### src/verilog/accum_pkg.sv
// constants shared by the pulse accumulator control files
package accum_pkg;
    // register indices; the byte address on the bus is four times the index
    localparam logic [7:0] IDX_TIMER_SYSTEM_CONTROL = 8'h06;
    localparam logic [7:0] IDX_ACCUM_CONTROL        = 8'h20;
    localparam logic [7:0] IDX_ACCUM_FLAGS          = 8'h21;
    localparam logic [7:0] IDX_ACCUM_COUNT          = 8'h22;

    // accumulator_control field positions
    localparam int CTL_SYSTEM_ENABLE = 6;
    localparam int CTL_MODE_SELECT   = 5;
    localparam int CTL_EDGE_CONTROL  = 4;
    localparam int CTL_CLK_SEL_HI    = 3;
    localparam int CTL_CLK_SEL_LO    = 2;
    localparam int CTL_OVF_IRQ_EN    = 1;
    localparam int CTL_EDGE_IRQ_EN   = 0;

    // accumulator_flags field positions, same layout as the enables
    localparam int FLG_OVERFLOW   = 1;
    localparam int FLG_INPUT_EDGE = 0;

    // timer_system_control field positions
    localparam int TSC_TIMER_ENABLE    = 0;
    localparam int TSC_FAST_FLAG_CLEAR = 1;

    // reset values
    localparam logic [7:0]  CONTROL_RESET = 8'h00;
    localparam logic [1:0]  FLAGS_RESET   = 2'h0;
    localparam logic [1:0]  TSC_RESET     = 2'h0;
    localparam logic [15:0] COUNT_RESET   = 16'h0000;

    // timing counts
    localparam int GATE_CLOCK_DIVIDE = 64;
    localparam int CLK_DIV_MID_BITS  = 8;   // accum clock / 256
    localparam int SYNC_STAGES       = 2;

    // counter clock source select
    typedef enum logic [1:0] {
        SRC_PRESCALER,
        SRC_ACCUM_CLOCK,
        SRC_ACCUM_DIV_256,
        SRC_ACCUM_DIV_65536
    } clk_src_e;
endpackage

### src/verilog/pin_event_if.sv
// synchronised channel pin level and edge strobes
`timescale 1ns/1ps
`default_nettype none
interface pin_event_if;
    logic level;
    logic rise;
    logic fall;
    modport producer (output level, output rise, output fall);
    modport consumer (input level, input rise, input fall);
endinterface
`default_nettype wire

### src/verilog/pin_sync_edge.sv
// two-flop synchroniser and edge detector for the channel seven pin
`timescale 1ns/1ps
`default_nettype none
module pin_sync_edge #(
    parameter int STAGES = accum_pkg::SYNC_STAGES
) (
    // clock and reset
    input  wire logic  core_clk_i,
    input  wire logic  arst_n_i,
    // asynchronous pin
    input  wire logic  pin_i,
    // synchronised view
    pin_event_if.producer ev
);
    logic [STAGES-1:0] sync;
    logic              prev;

    if (STAGES < 2) begin : g_stages
        $error("pin_sync_edge needs at least two stages");
    end

    ////////////////////////////////////////////////////////////////////////
    // only the last stage is looked at, the first may be metastable
    always_ff @(posedge core_clk_i or negedge arst_n_i) begin
        if (!arst_n_i) begin
            sync <= '0;
            prev <= 1'b0;
        end else begin
            sync <= {sync[STAGES-2:0], pin_i};
            prev <= sync[STAGES-1];
        end
    end

    // edges compare last stage with its delayed copy
    assign ev.level = sync[STAGES-1];
    assign ev.rise  = sync[STAGES-1] & ~prev;
    assign ev.fall  = ~sync[STAGES-1] & prev;
endmodule
`default_nettype wire

### src/verilog/pulse_accumulator_control.sv
// pulse accumulator control, flags, count and counter clock select with apb access
//
// Overview of operation
// - accumulator enable works on its own in event mode, timer enable does not stop event counting
// - accumulator input is the channel seven pin
// - mode bit picks event counting (0) or gated time (1) when enabled
// - event mode counts falling edges for edge control 0, rising for 1
// - gated, edge control 0: pin high gates bus/64, falling end sets flag
// - gated, edge control 1: pin low gates bus/64, rising end sets flag
// - no divide-by-64 clock while timer enable is clear
// - clock select: prescaler, accum clock, accum/256, accum/65536
// - accumulator disabled means counter always uses the prescaler clock
// - clock select change takes effect at once
// - overflow flag raises interrupt only when its enable is set
// - input edge flag raises interrupt only when its enable is set
// - fast flag clear: any aligned count access clears all accumulator flags
// - flags clear only while timer or accumulator enable is set
// - count wrapping from ffff to zero sets the overflow flag
// - counting edge or gate trailing edge sets the input edge flag
// - writing one to a flag clears it, zero leaves it
// - pin is synchronised to bus clock before counting
//
// Implementation choice: register access over APB.
`timescale 1ns/1ps
`default_nettype none
module pulse_accumulator_control #(
    parameter int COUNT_WIDTH = 16,
    parameter int ADDR_WIDTH  = 10
) (
    // clock and reset
    input  wire logic                   core_clk_i,
    input  wire logic                   arst_n_i,
    // apb slave
    input  wire logic                   psel_i,
    input  wire logic                   penable_i,
    input  wire logic                   pwrite_i,
    input  wire logic [ADDR_WIDTH-1:0]  paddr_i,
    input  wire logic [31:0]            pwdata_i,
    output var  logic [31:0]            prdata_o,
    output logic                        pready_o,
    output var  logic                   pslverr_o,
    // channel pin and timer side
    input  wire logic                   channel_seven_pin_i,
    input  wire logic                   prescaler_tick_i,
    output logic                        counter_clock_tick_o,
    output logic                        accum_clock_tick_o,
    // interrupt
    output logic                        irq_o
);
    localparam int DIV_W = $clog2(accum_pkg::GATE_CLOCK_DIVIDE);

    // parameter checks run at elaboration, so a bad build never starts
    if (COUNT_WIDTH != 16) begin : g_count_width
        $error("accumulator count must be 16 bits");
    end
    if (ADDR_WIDTH < 10) begin : g_addr_width
        $error("address too narrow for the register map");
    end
    // the gate divider wraps by overflow, so its length must be a power of two
    if ((1 << DIV_W) != accum_pkg::GATE_CLOCK_DIVIDE) begin : g_gate_divide
        $error("gate clock divide must be a power of two");
    end
    // the divide-by-256 tap must sit inside the count
    if (accum_pkg::CLK_DIV_MID_BITS >= COUNT_WIDTH) begin : g_mid_tap
        $error("divide-by-256 tap lies outside the count");
    end

    ////////////////////////////////////////////////////////////////////////
    // register state
    // the count is kept here so that a count access can clear flags
    logic [7:0]             accum_control;
    logic [1:0]             accum_flags;
    logic [1:0]             timer_system_control;
    logic [COUNT_WIDTH-1:0] accum_count;
    logic [DIV_W-1:0]       gate_div;

    // control field views
    logic                   accum_system_enable;
    logic                   accum_mode_select;
    logic                   accum_edge_control;
    logic [1:0]             clk_sel;
    logic                   timer_enable;
    logic                   fast_flag_clear;

    assign accum_system_enable = accum_control[accum_pkg::CTL_SYSTEM_ENABLE];
    assign accum_mode_select   = accum_control[accum_pkg::CTL_MODE_SELECT];
    assign accum_edge_control  = accum_control[accum_pkg::CTL_EDGE_CONTROL];
    assign clk_sel             = accum_control[accum_pkg::CTL_CLK_SEL_HI:
                                               accum_pkg::CTL_CLK_SEL_LO];
    assign timer_enable        = timer_system_control[accum_pkg::TSC_TIMER_ENABLE];
    assign fast_flag_clear     = timer_system_control[accum_pkg::TSC_FAST_FLAG_CLEAR];

    ////////////////////////////////////////////////////////////////////////
    // apb decode
    function automatic logic [7:0] reg_index(input logic [ADDR_WIDTH-1:0] addr);
        reg_index = addr[9:2];
    endfunction

    function automatic logic is_mapped(input logic [7:0] idx);
        is_mapped = (idx == accum_pkg::IDX_TIMER_SYSTEM_CONTROL) ||
                    (idx == accum_pkg::IDX_ACCUM_CONTROL) ||
                    (idx == accum_pkg::IDX_ACCUM_FLAGS) ||
                    (idx == accum_pkg::IDX_ACCUM_COUNT);
    endfunction

    logic [7:0] idx;
    logic       setup_phase;
    logic       access_done;
    logic       wr_en;
    logic       word_aligned;

    assign idx          = reg_index(paddr_i);
    assign word_aligned = (paddr_i[1:0] == 2'h0);
    assign setup_phase  = psel_i & ~penable_i;
    assign access_done  = psel_i & penable_i;
    // zero wait states, read data was captured in the setup cycle
    assign pready_o     = psel_i & penable_i;
    assign wr_en        = access_done & pwrite_i & word_aligned & is_mapped(idx);

    // one write strobe per register, so the decode is not repeated
    logic ctl_wr;
    logic tsc_wr;
    logic flg_wr;

    assign ctl_wr = wr_en && (idx == accum_pkg::IDX_ACCUM_CONTROL);
    assign tsc_wr = wr_en && (idx == accum_pkg::IDX_TIMER_SYSTEM_CONTROL);
    assign flg_wr = wr_en && (idx == accum_pkg::IDX_ACCUM_FLAGS);

    ////////////////////////////////////////////////////////////////////////
    // synchronised pin (the channel seven pin is the only input)
    // everything past the synchroniser runs on core_clk_i alone
    pin_event_if pin_ev ();

    pin_sync_edge #(
        .STAGES (accum_pkg::SYNC_STAGES)
    ) u_pin_sync (
        .core_clk_i (core_clk_i),
        .arst_n_i   (arst_n_i),
        .pin_i      (channel_seven_pin_i),
        .ev         (pin_ev.producer)
    );

    ////////////////////////////////////////////////////////////////////////
    // divide-by-64 gate clock, stands still while the timer is off
    logic gate_tick;

    always_ff @(posedge core_clk_i or negedge arst_n_i) begin
        if (!arst_n_i) begin
            gate_div <= '0;
        end else if (!timer_enable) begin
            gate_div <= '0;
        end else begin
            gate_div <= gate_div + 1'b1;
        end
    end

    // restarts from zero at timer enable: the first gated count
    // comes a full 64 clocks later, never after a partial period
    assign gate_tick = timer_enable &&
                       (gate_div == DIV_W'(accum_pkg::GATE_CLOCK_DIVIDE - 1));

    ////////////////////////////////////////////////////////////////////////
    // accumulator clock and edge events
    logic count_event;
    logic gate_open;
    logic gate_trailing;
    logic edge_event;
    logic flag_edge_set;

    // edge control picks polarity in both modes
    assign edge_event    = accum_edge_control ? pin_ev.rise : pin_ev.fall;
    assign gate_open     = accum_edge_control ? ~pin_ev.level : pin_ev.level;
    // trailing edge of gate: falling for high gate, rising for low gate
    assign gate_trailing = accum_edge_control ? pin_ev.rise : pin_ev.fall;

    // the gated flag follows the pin with the timer off too;
    // only the count needs the divided clock
    always_comb begin
        count_event   = 1'b0;
        flag_edge_set = 1'b0;
        if (accum_system_enable) begin
            if (!accum_mode_select) begin
                count_event   = edge_event;
                flag_edge_set = edge_event;
            end else begin
                count_event   = gate_open & gate_tick;
                flag_edge_set = gate_trailing;
            end
        end
    end

    assign accum_clock_tick_o = count_event;

    ////////////////////////////////////////////////////////////////////////
    // accumulator count; a software write wins over a same-cycle increment
    logic count_wrap;
    logic count_low_wrap;
    logic count_wr;

    // wrap decodes use the value before the increment, so they
    // stand in the same cycle as the tick that wraps
    assign count_wr       = wr_en && (idx == accum_pkg::IDX_ACCUM_COUNT);
    assign count_wrap     = count_event && (accum_count == {COUNT_WIDTH{1'b1}});
    assign count_low_wrap = count_event &&
                            (accum_count[accum_pkg::CLK_DIV_MID_BITS-1:0] ==
                             {accum_pkg::CLK_DIV_MID_BITS{1'b1}});

    always_ff @(posedge core_clk_i or negedge arst_n_i) begin
        if (!arst_n_i) begin
            accum_count <= accum_pkg::COUNT_RESET;
        end else if (count_wr) begin
            accum_count <= pwdata_i[COUNT_WIDTH-1:0];
        end else if (count_event) begin
            accum_count <= accum_count + 1'b1;
        end
    end

    ////////////////////////////////////////////////////////////////////////
    // counter clock select, purely combinational so a new select acts at once
    // a select change in mid-period may give one odd counter period
    accum_pkg::clk_src_e clk_src;

    always_comb begin
        if (!accum_system_enable) begin
            clk_src = accum_pkg::SRC_PRESCALER;
        end else begin
            clk_src = accum_pkg::clk_src_e'(clk_sel);
        end
    end

    always_comb begin
        case (clk_src)
            accum_pkg::SRC_PRESCALER:       counter_clock_tick_o = prescaler_tick_i;
            accum_pkg::SRC_ACCUM_CLOCK:     counter_clock_tick_o = count_event;
            accum_pkg::SRC_ACCUM_DIV_256:   counter_clock_tick_o = count_low_wrap;
            accum_pkg::SRC_ACCUM_DIV_65536: counter_clock_tick_o = count_wrap;
            default:                        counter_clock_tick_o = prescaler_tick_i;
        endcase
    end

    ////////////////////////////////////////////////////////////////////////
    // control registers
    // a write lands at the access edge and acts in the next cycle
    always_ff @(posedge core_clk_i or negedge arst_n_i) begin
        if (!arst_n_i) begin
            accum_control <= accum_pkg::CONTROL_RESET;
        end else if (ctl_wr) begin
            accum_control <= {1'b0, pwdata_i[6:0]}; // bit 7 unused, reads zero
        end
    end

    always_ff @(posedge core_clk_i or negedge arst_n_i) begin
        if (!arst_n_i) begin
            timer_system_control <= accum_pkg::TSC_RESET;
        end else if (tsc_wr) begin
            timer_system_control <= pwdata_i[1:0];
        end
    end

    ////////////////////////////////////////////////////////////////////////
    // flags: hardware set beats any clear in the same cycle
    logic       clear_allowed;
    logic [1:0] flag_clear;
    logic [1:0] flag_set;
    logic       count_access;

    // without either enable the flags are frozen against clearing
    assign clear_allowed = timer_enable | accum_system_enable;
    assign count_access  = access_done && word_aligned &&
                           (idx == accum_pkg::IDX_ACCUM_COUNT);

    // fast clear acts on any aligned count access, read or write
    // a refused clear is dropped, not held for later
    always_comb begin
        flag_clear = 2'h0;
        if (flg_wr) begin
            flag_clear = pwdata_i[1:0];
        end
        if (fast_flag_clear && count_access) begin
            flag_clear = 2'h3;
        end
        if (!clear_allowed) begin
            flag_clear = 2'h0;
        end
    end

    // overflow and edge flags are set by hardware only
    always_comb begin
        flag_set = 2'h0;
        flag_set[accum_pkg::FLG_OVERFLOW]   = count_wrap;
        flag_set[accum_pkg::FLG_INPUT_EDGE] = flag_edge_set;
    end

    always_ff @(posedge core_clk_i or negedge arst_n_i) begin
        if (!arst_n_i) begin
            accum_flags <= accum_pkg::FLAGS_RESET;
        end else begin
            accum_flags <= flag_set | (accum_flags & ~flag_clear);
        end
    end

    ////////////////////////////////////////////////////////////////////////
    // interrupt: enables sit at the same bit positions as the flags
    // a level: falls only when the flag or its enable is cleared
    logic [1:0] irq_mask;

    assign irq_mask = {accum_control[accum_pkg::CTL_OVF_IRQ_EN],
                       accum_control[accum_pkg::CTL_EDGE_IRQ_EN]};
    assign irq_o    = |(accum_flags & irq_mask);

    ////////////////////////////////////////////////////////////////////////
    // read data and error captured in setup, held through the access phase
    logic [31:0] next_prdata;

    // unmapped or unaligned reads give zero, no stale value
    always_comb begin
        case (idx)
            accum_pkg::IDX_TIMER_SYSTEM_CONTROL: next_prdata = {30'h0, timer_system_control};
            accum_pkg::IDX_ACCUM_CONTROL:        next_prdata = {24'h0, accum_control};
            accum_pkg::IDX_ACCUM_FLAGS:          next_prdata = {30'h0, accum_flags};
            accum_pkg::IDX_ACCUM_COUNT:          next_prdata = {16'h0, accum_count};
            default:                             next_prdata = 32'h0;
        endcase
    end

    // read data captured in setup, held through the access phase
    always_ff @(posedge core_clk_i or negedge arst_n_i) begin
        if (!arst_n_i) begin
            prdata_o <= 32'h0;
        end else if (setup_phase) begin
            prdata_o <= (!pwrite_i && word_aligned) ? next_prdata : 32'h0;
        end
    end

    // error flag captured with the read data, so both stand together
    always_ff @(posedge core_clk_i or negedge arst_n_i) begin
        if (!arst_n_i) begin
            pslverr_o <= 1'b0;
        end else if (setup_phase) begin
            pslverr_o <= !(word_aligned && is_mapped(idx));
        end
    end
endmodule
`default_nettype wire
### config.mk
export PLATFORM = sky130hd
export DESIGN_NAME = pulse_accumulator_control
export DESIGN_NICKNAME = d
export VERILOG_FILES = /design/src/verilog/accum_pkg.sv /design/src/verilog/pin_event_if.sv /design/src/verilog/pin_sync_edge.sv /design/src/verilog/pulse_accumulator_control.sv
export SDC_FILE = /design/constraint.sdc
export NUM_CORES = 1
export LEC_CHECK = 0
export BUFFER_PORTS_ARGS = -buffer_cell sky130_fd_sc_hd__buf_2
export CORE_MARGIN = 8
export CORE_UTILIZATION = 55
export DETAILED_ROUTE_END_ITERATION = 12
export GPL_TIMING_DRIVEN = 0
export PLACE_DENSITY = 0.85
export REMOVE_ABC_BUFFERS = 1
export SLEW_MARGIN = 20
export SYNTH_ARGS = -nofsm -noshare
export SYNTH_HDL_FRONTEND = slang
export SYNTH_SLANG_ARGS = --single-unit
### constraint.sdc
create_clock -name core_clk_i -period 5.3 [get_ports core_clk_i]
set_input_delay 1.06 -clock core_clk_i [delete_from_list [all_inputs] [get_ports core_clk_i]]
set_output_delay 1.06 -clock core_clk_i [all_outputs]
set_load 0.005 [all_outputs]
After elaboration in Yosys (flattened, before gate mapping) --
Index checks and enable logic that the tools add are counted.
Word-level totals: register bits after elaboration 69, output and inout port bits 37, word-level logic and storage cells 73, input bits 49
Cells by class: bitwise operators 16, equal/unequal tests 10, reductions and logical operators 21, muxes and demuxes 15, $add $sub $neg 2
Operators by type and width (number):
- $pmux W16 S4 | 1
- $mux W16 | 3
- $eq A8 B6 Y1 const B | 3
- $add A16 B1 Y16 const B | 1
- $eq A16 B16 Y1 const B | 1
- $logic_and A1 B1 Y1 | 12
- $and A1 B1 Y1 | 8
- $eq A8 B3 Y1 const B | 1
- $eq A8 B8 Y1 const B | 1
- $mux W2 | 4
- $add A6 B1 Y6 const B | 1
- $eq A6 B6 Y1 const B | 1
- $mux W6 | 1
- $mux W1 | 5
- $and A2 B2 Y2 | 2
- $eq A2 B2 Y1 const B | 2
- $logic_not A2 Y1 | 2
- $pmux W1 S4 | 1
- $logic_or A1 B1 Y1 | 3
- $not A1 Y1 | 3
- $eq A2 B1 Y1 const B | 1
- $logic_not A1 Y1 | 2
- $not A2 Y2 | 1
- $or A2 B2 Y2 | 1
- other kinds (3) | 3

Logic depth before layout (Yosys ltp) --
depth in word-level cells 12, gate-level depth with buffers 7, depth with buffers taken out 7

Modules after synthesis --
From an unflattened synthesis, not the netlist that was laid out.
Second synthesis, totals: cells, all modules 274, area, all modules 2819.0 µm²
Modules (own cells, without submodules):
- pulse_accumulator_control | times used 1, cells an instance 269, area each 2728.9 µm², sequential area each 1251.2 µm²
- pin_sync_edge | times used 1, cells an instance 5, area each 90.1 µm², sequential area each 75.1 µm²

Worst setup path before layout --
Ideal clock, no wire load.
path kind input port to flip-flop, start point input paddr_i[5], end point register accum_control[0], arrival time 2.592 ns, cell stages on the path 5, path buffers 1, data required time 5.175 ns, path slack 2.583 ns, setup time 0.125 ns, cells stage by stage or4_4 -> nor4_4 -> and2_1 -> buf_2 -> mux2_2
On the way: word-level cells in the longest chain between the ends 6, elaborated cells between the ends (all ways) 9, classes of those cells eq/ne (4); bitwise (1); reduce/logical (4)
Ends and longest elaborated chain:
- start: declaration | RTL line pulse_accumulator_control.sv:37 | input wire logic [ADDR_WIDTH-1:0] paddr_i,
- $eq A8 B3 Y1 / $eq A8 B6 Y1 (equally long branches) | RTL line pulse_accumulator_control.sv:100, pulse_accumulator_control.sv:101, pulse_accumulator_control.sv:125
- $logic_or A1 B1 Y1 | RTL line pulse_accumulator_control.sv:100 | is_mapped = (idx == accum_pkg::IDX_TIMER_SYSTEM_CONTROL) ||
- $logic_or A1 B1 Y1 | RTL line pulse_accumulator_control.sv:101 | (idx == accum_pkg::IDX_ACCUM_CONTROL) ||
- $logic_or A1 B1 Y1 | RTL line pulse_accumulator_control.sv:102 | (idx == accum_pkg::IDX_ACCUM_FLAGS) ||
- $and A1 B1 Y1 | RTL line pulse_accumulator_control.sv:118 | assign wr_en = access_done & pwrite_i & word_aligned & is_mapped(idx);
- $logic_and A1 B1 Y1 * | RTL line pulse_accumulator_control.sv:125 | assign ctl_wr = wr_en && (idx == accum_pkg::IDX_ACCUM_CONTROL);
- end signal: assignment | RTL line pulse_accumulator_control.sv:246 | accum_control <= accum_pkg::CONTROL_RESET;
- end signal: assignment | RTL line pulse_accumulator_control.sv:248 | accum_control <= {1'b0, pwdata_i[6:0]};
- end: declaration | RTL line pulse_accumulator_control.sv:71 | logic [7:0] accum_control;
Every way passes the cells marked *; elsewhere a longest branch is shown, timed or not. A chain may end at the register's enable or synchronous reset.

Worst setup path after layout --
start point register u_pin_sync.sync[1], end point output counter_clock_tick_o
On the way: word-level cells in the longest chain between the ends 7, elaborated cells between the ends (all ways) 11, classes of those cells mux (5); bitwise (4); reduce/logical (2)
Ends and longest elaborated chain:
- start: declaration | RTL line pin_sync_edge.sv:15 | logic [STAGES-1:0] sync;
- start signal: assignment | RTL line pin_sync_edge.sv:29 | sync <= {sync[STAGES-2:0], pin_i};
- $not A1 Y1 | RTL line pin_sync_edge.sv:37, pulse_accumulator_control.sv:172
- $and A1 B1 Y1 / $mux W1 (equally long branches) | RTL line pin_sync_edge.sv:37, pulse_accumulator_control.sv:172
- $mux W1 / $and A1 B1 Y1 (equally long branches) | RTL line pulse_accumulator_control.sv:171, pulse_accumulator_control.sv:186
- $mux W1 * | RTL line pulse_accumulator_control.sv:182 | if (!accum_mode_select) begin
- $mux W1 * | RTL line pulse_accumulator_control.sv:181 | if (accum_system_enable) begin
- $logic_and A1 B1 Y1, on equally long branches | RTL line pulse_accumulator_control.sv:203, pulse_accumulator_control.sv:204
- $pmux W1 S4 * | RTL line pulse_accumulator_control.sv:232 | case (clk_src)
- end: declaration | RTL line pulse_accumulator_control.sv:45 | output logic counter_clock_tick_o,
Marked as above.

==> impl_metrics.csv <==
group,metric,value,unit
cts,cts-root-buf,"clkbuf_8",
cts,htreeDepth,2,
detailed_routing,routed_wl,6150,um
yosys,yosysTopAreaCell,"dfrtp_1",
yosys,synth_edf_count,0,
global_routing,grtUsageTotal,16.6,%
global_routing,overflow,0,
hold_path,hold_path_class,"reg2reg",
pwr,p_total,0.716,mW
die,io_pins,86,
placed_design,port_buffers,53,
final_layout,layout-drive-gt1-share,23.7,%
timing,fin_crit_sh,72.9,%
global_routing,grt_util_met1,20.9,%
cts,cts_setup_buffers,0,
detailed_routing,num_vias,2224,
setup_path,path_class,"reg2out",
yosys,netlist_area,2820,um2
global_routing,grt_pass1_vias,2123,
setup_path,slowest_stage,"a21oi_1",
cts,hold_buffers,0,
die,num_rows,26,
timing,period_minus_slack,3860,ps
pwr,ir_drop,0.000116,V
yosys,synthCells,272,
timing,relSlewSlack,36.1,%
global_routing,grt_use_met3,4.13,%
setup_path,r2r_cells,5,
final_layout,final_cell_mix,"dfrtp_1 (53), buf_2 (52), o21ai_0 (26)",
die,fp.dieW,87.7,um
detailed_routing,avgViaCountPerCell,5.69,
yosys,ys_types,46,
timing,setup_viol,0,
yosys,syn_area_per_cell,10.4,um2
placed_design,dp_slack,1760,ps
timing,fin_worst_skew,5.62,ps
die,dieArea,7680,um2
setup_path,crit_chain,"or3b_1, a21oi_1, nor2_1, or3_1, nand3_1, buf_2",
setup_path,arrival,2800,ps
final_layout,nNetsFinal,371,
pwr,power_density,227,nW/um2
final_layout,instances_no_fill,391,
detailed_routing,post_drt_wl_per_cell,15.7,um
die,die_h,87.7,um
detailed_routing,post-route-drc-count,0,
timing,slew_violations,0,
final_layout,finalInstanceArea,3150,um2
global_routing,antenna_found_initial,0,
setup_path,required,4240,ps
hold_path,hold-path-endpoint,"u_pin_sync.sync[1]",
cts,cts.clk_slew.worst_paths,90,ps
timing,rsz0062_at_grt,"no",
hold_path,hold_path_depth,0,
setup_path,critPathLaunchType,"flip-flop",
final_layout,n_antenna_cell,0,
timing,hold_violations,0,
cts,cts_sinks,53,
setup_path,r2r_end,"accum_count[15]",
final_layout,area_growth,11.6,%
cts,cts_tree,"built",
global_routing,top_usage_layer,"met2",
timing,worst_pin_slew,958,ps
setup_path,r2r_start,"u_pin_sync.sync[1]",
yosys,synth_ff_type,"dfrtp_1",
setup_path,crit_fanout,13,
timing,setup_ws,1440,ps
run,maxCapViolations,0,
yosys,yosys.area.top_type_share,47.0,%
placed_design,place.gp.congestion,0.899,
die,core_area,5040,um2
yosys,ys_seq_elements,53,
hold_path,hp-start,"u_pin_sync.sync[0]",
setup_path,end_kind,"output pin",
setup_path,reg2reg_slack,2670,ps
detailed_routing,drt_pass1_iterations,4,
cts,cts_buffer_depth,2,
cts,cts_buffers,5,
timing,setup_tns,0,ps
placed_design,place_area,3050,um2
run_status,status,"finished, final reports clean",
cts,cts_resized,0,
detailed_routing,ant_nets,0,
pwr,leakagePower,1.40,nW
yosys,synth_area_leaders,"dfrtp_1 (47%), o21ai_0 (4.6%), buf_4 (4.5%), xor2_1 (4.0%), mux2_2 (3.6%)",
cts,clock_latency,310,ps
yosys,yosysWarnings,0,
global_routing,grt_max_degree,54,
yosys,yosysSeqAreaShare,47.0,%
detailed_routing,drt_iter0_drc,282,
timing,max_freq,0.259,GHz
placed_design,dp_hpwl,4550,um
final_layout,final_common_cell,"dfrtp_1",
placed_design,dpl.cell_count,383,
global_routing,groute.layer.met2.usage,27.7,%
setup_path,max_stage_delay,770,ps
global_routing,grt_pass1_wl,10200,um
yosys,ys_async_sr_fraction,100,%
die,start_util,56.0,%
==> final cells by class <==
class                           instances  area, um2
Clock buffer                            5       68.8
Clock inverter                          3       21.3
Fill cell                             442       1890
Inverter                                3       11.3
Multi-Input combinational cell        204       1370
Sequential cell                        53       1330
Tap cell                               70       87.6
Timing Repair Buffer                   53        268
==> cell families after synthesis <==
kind of cell | after synthesis | synth area share (%)
adders and majority gates | 2 | 0.886
xor gates and xnor gates | 17 | 5.27
and+or+nand+nor | 88 | 19.1
AOI/OAI and AO/OA | 69 | 16.2
buffers and inverters | 30 | 6.87
DFF | 53 | 47.0
other | 1 | 0.133
muxes | 12 | 4.65
==> critical path, delay by kind of cell, from the launching register on <==
family	cells	cell delay (ps)
buf+inv	1	120
compound gates	1	770
flops	1	420
simple gates	4	1180
==> how the worst max path moves through the flow <==
stage / startpoint / endpoint / depth (start not counted)
floorplan: u_pin_sync.sync[1] / counter_clock_tick_o / 5
global placement: timer_system_control[0] / counter_clock_tick_o / 6
detailed placement: timer_system_control[0] / counter_clock_tick_o / 6
CTS: timer_system_control[0] / counter_clock_tick_o / 6
global route: u_pin_sync.sync[1] / counter_clock_tick_o / 6
finish: u_pin_sync.sync[1] / counter_clock_tick_o / 6
==> state kept, by name (all words and copies together) (netlist names) <==
signal / count
accum_control: 7
accum_count: 16
accum_flags: 2
gate_div: 6
prdata_o: 16
pslverr_o: 1
timer_system_control: 2
u_pin_sync.prev: 1
u_pin_sync.sync: 2
==> power by group <==
part	internal, mW	total (mW)	switching (mW)
Clock	0.0939	0.228	0.135
Combinational	0.0271	0.0699	0.0428
Sequential	0.410	0.418	0.00741
==> per-stage QoR <==
| stage | utilization, % | hold WS [ps] |
|---|---|---|
| finish | 62.5 | 362 |
| global route | 62.5 | 379 |
| CTS | 62.3 | 366 |
| detailed placement | 60.5 | 344 |
| global placement | 60.5 | 334 |
| floorplan | - | 331 |
==> layer usage <==
metal  vias to the layer above  part of all wire [%]
met5                         -                     0
met4                         0                  0.26
met3                         2                   9.1
met2                        98                    49
met1                      1066                    41
li1                       1058                     -
==> cells in the mapped netlist, drive strengths merged, types with 3 or more instances <==
master / count
nand3: 5
and2: 9
or3: 5
clkbuf: 6
nor2b: 4
o2111ai: 4
nor2: 12
nand2b: 3
xnor2: 4
and3: 5
a22oi: 7
o211ai: 4
a21oi: 7
nor4: 3
nand4: 5
mux2: 9
buf: 21
dfrtp: 53
mux2i: 3
xor2: 13
nand2: 24
inv: 3
a22o: 11
and4: 4
o21ai: 26
No activity file was read; power rests on OpenSTA's default activity.
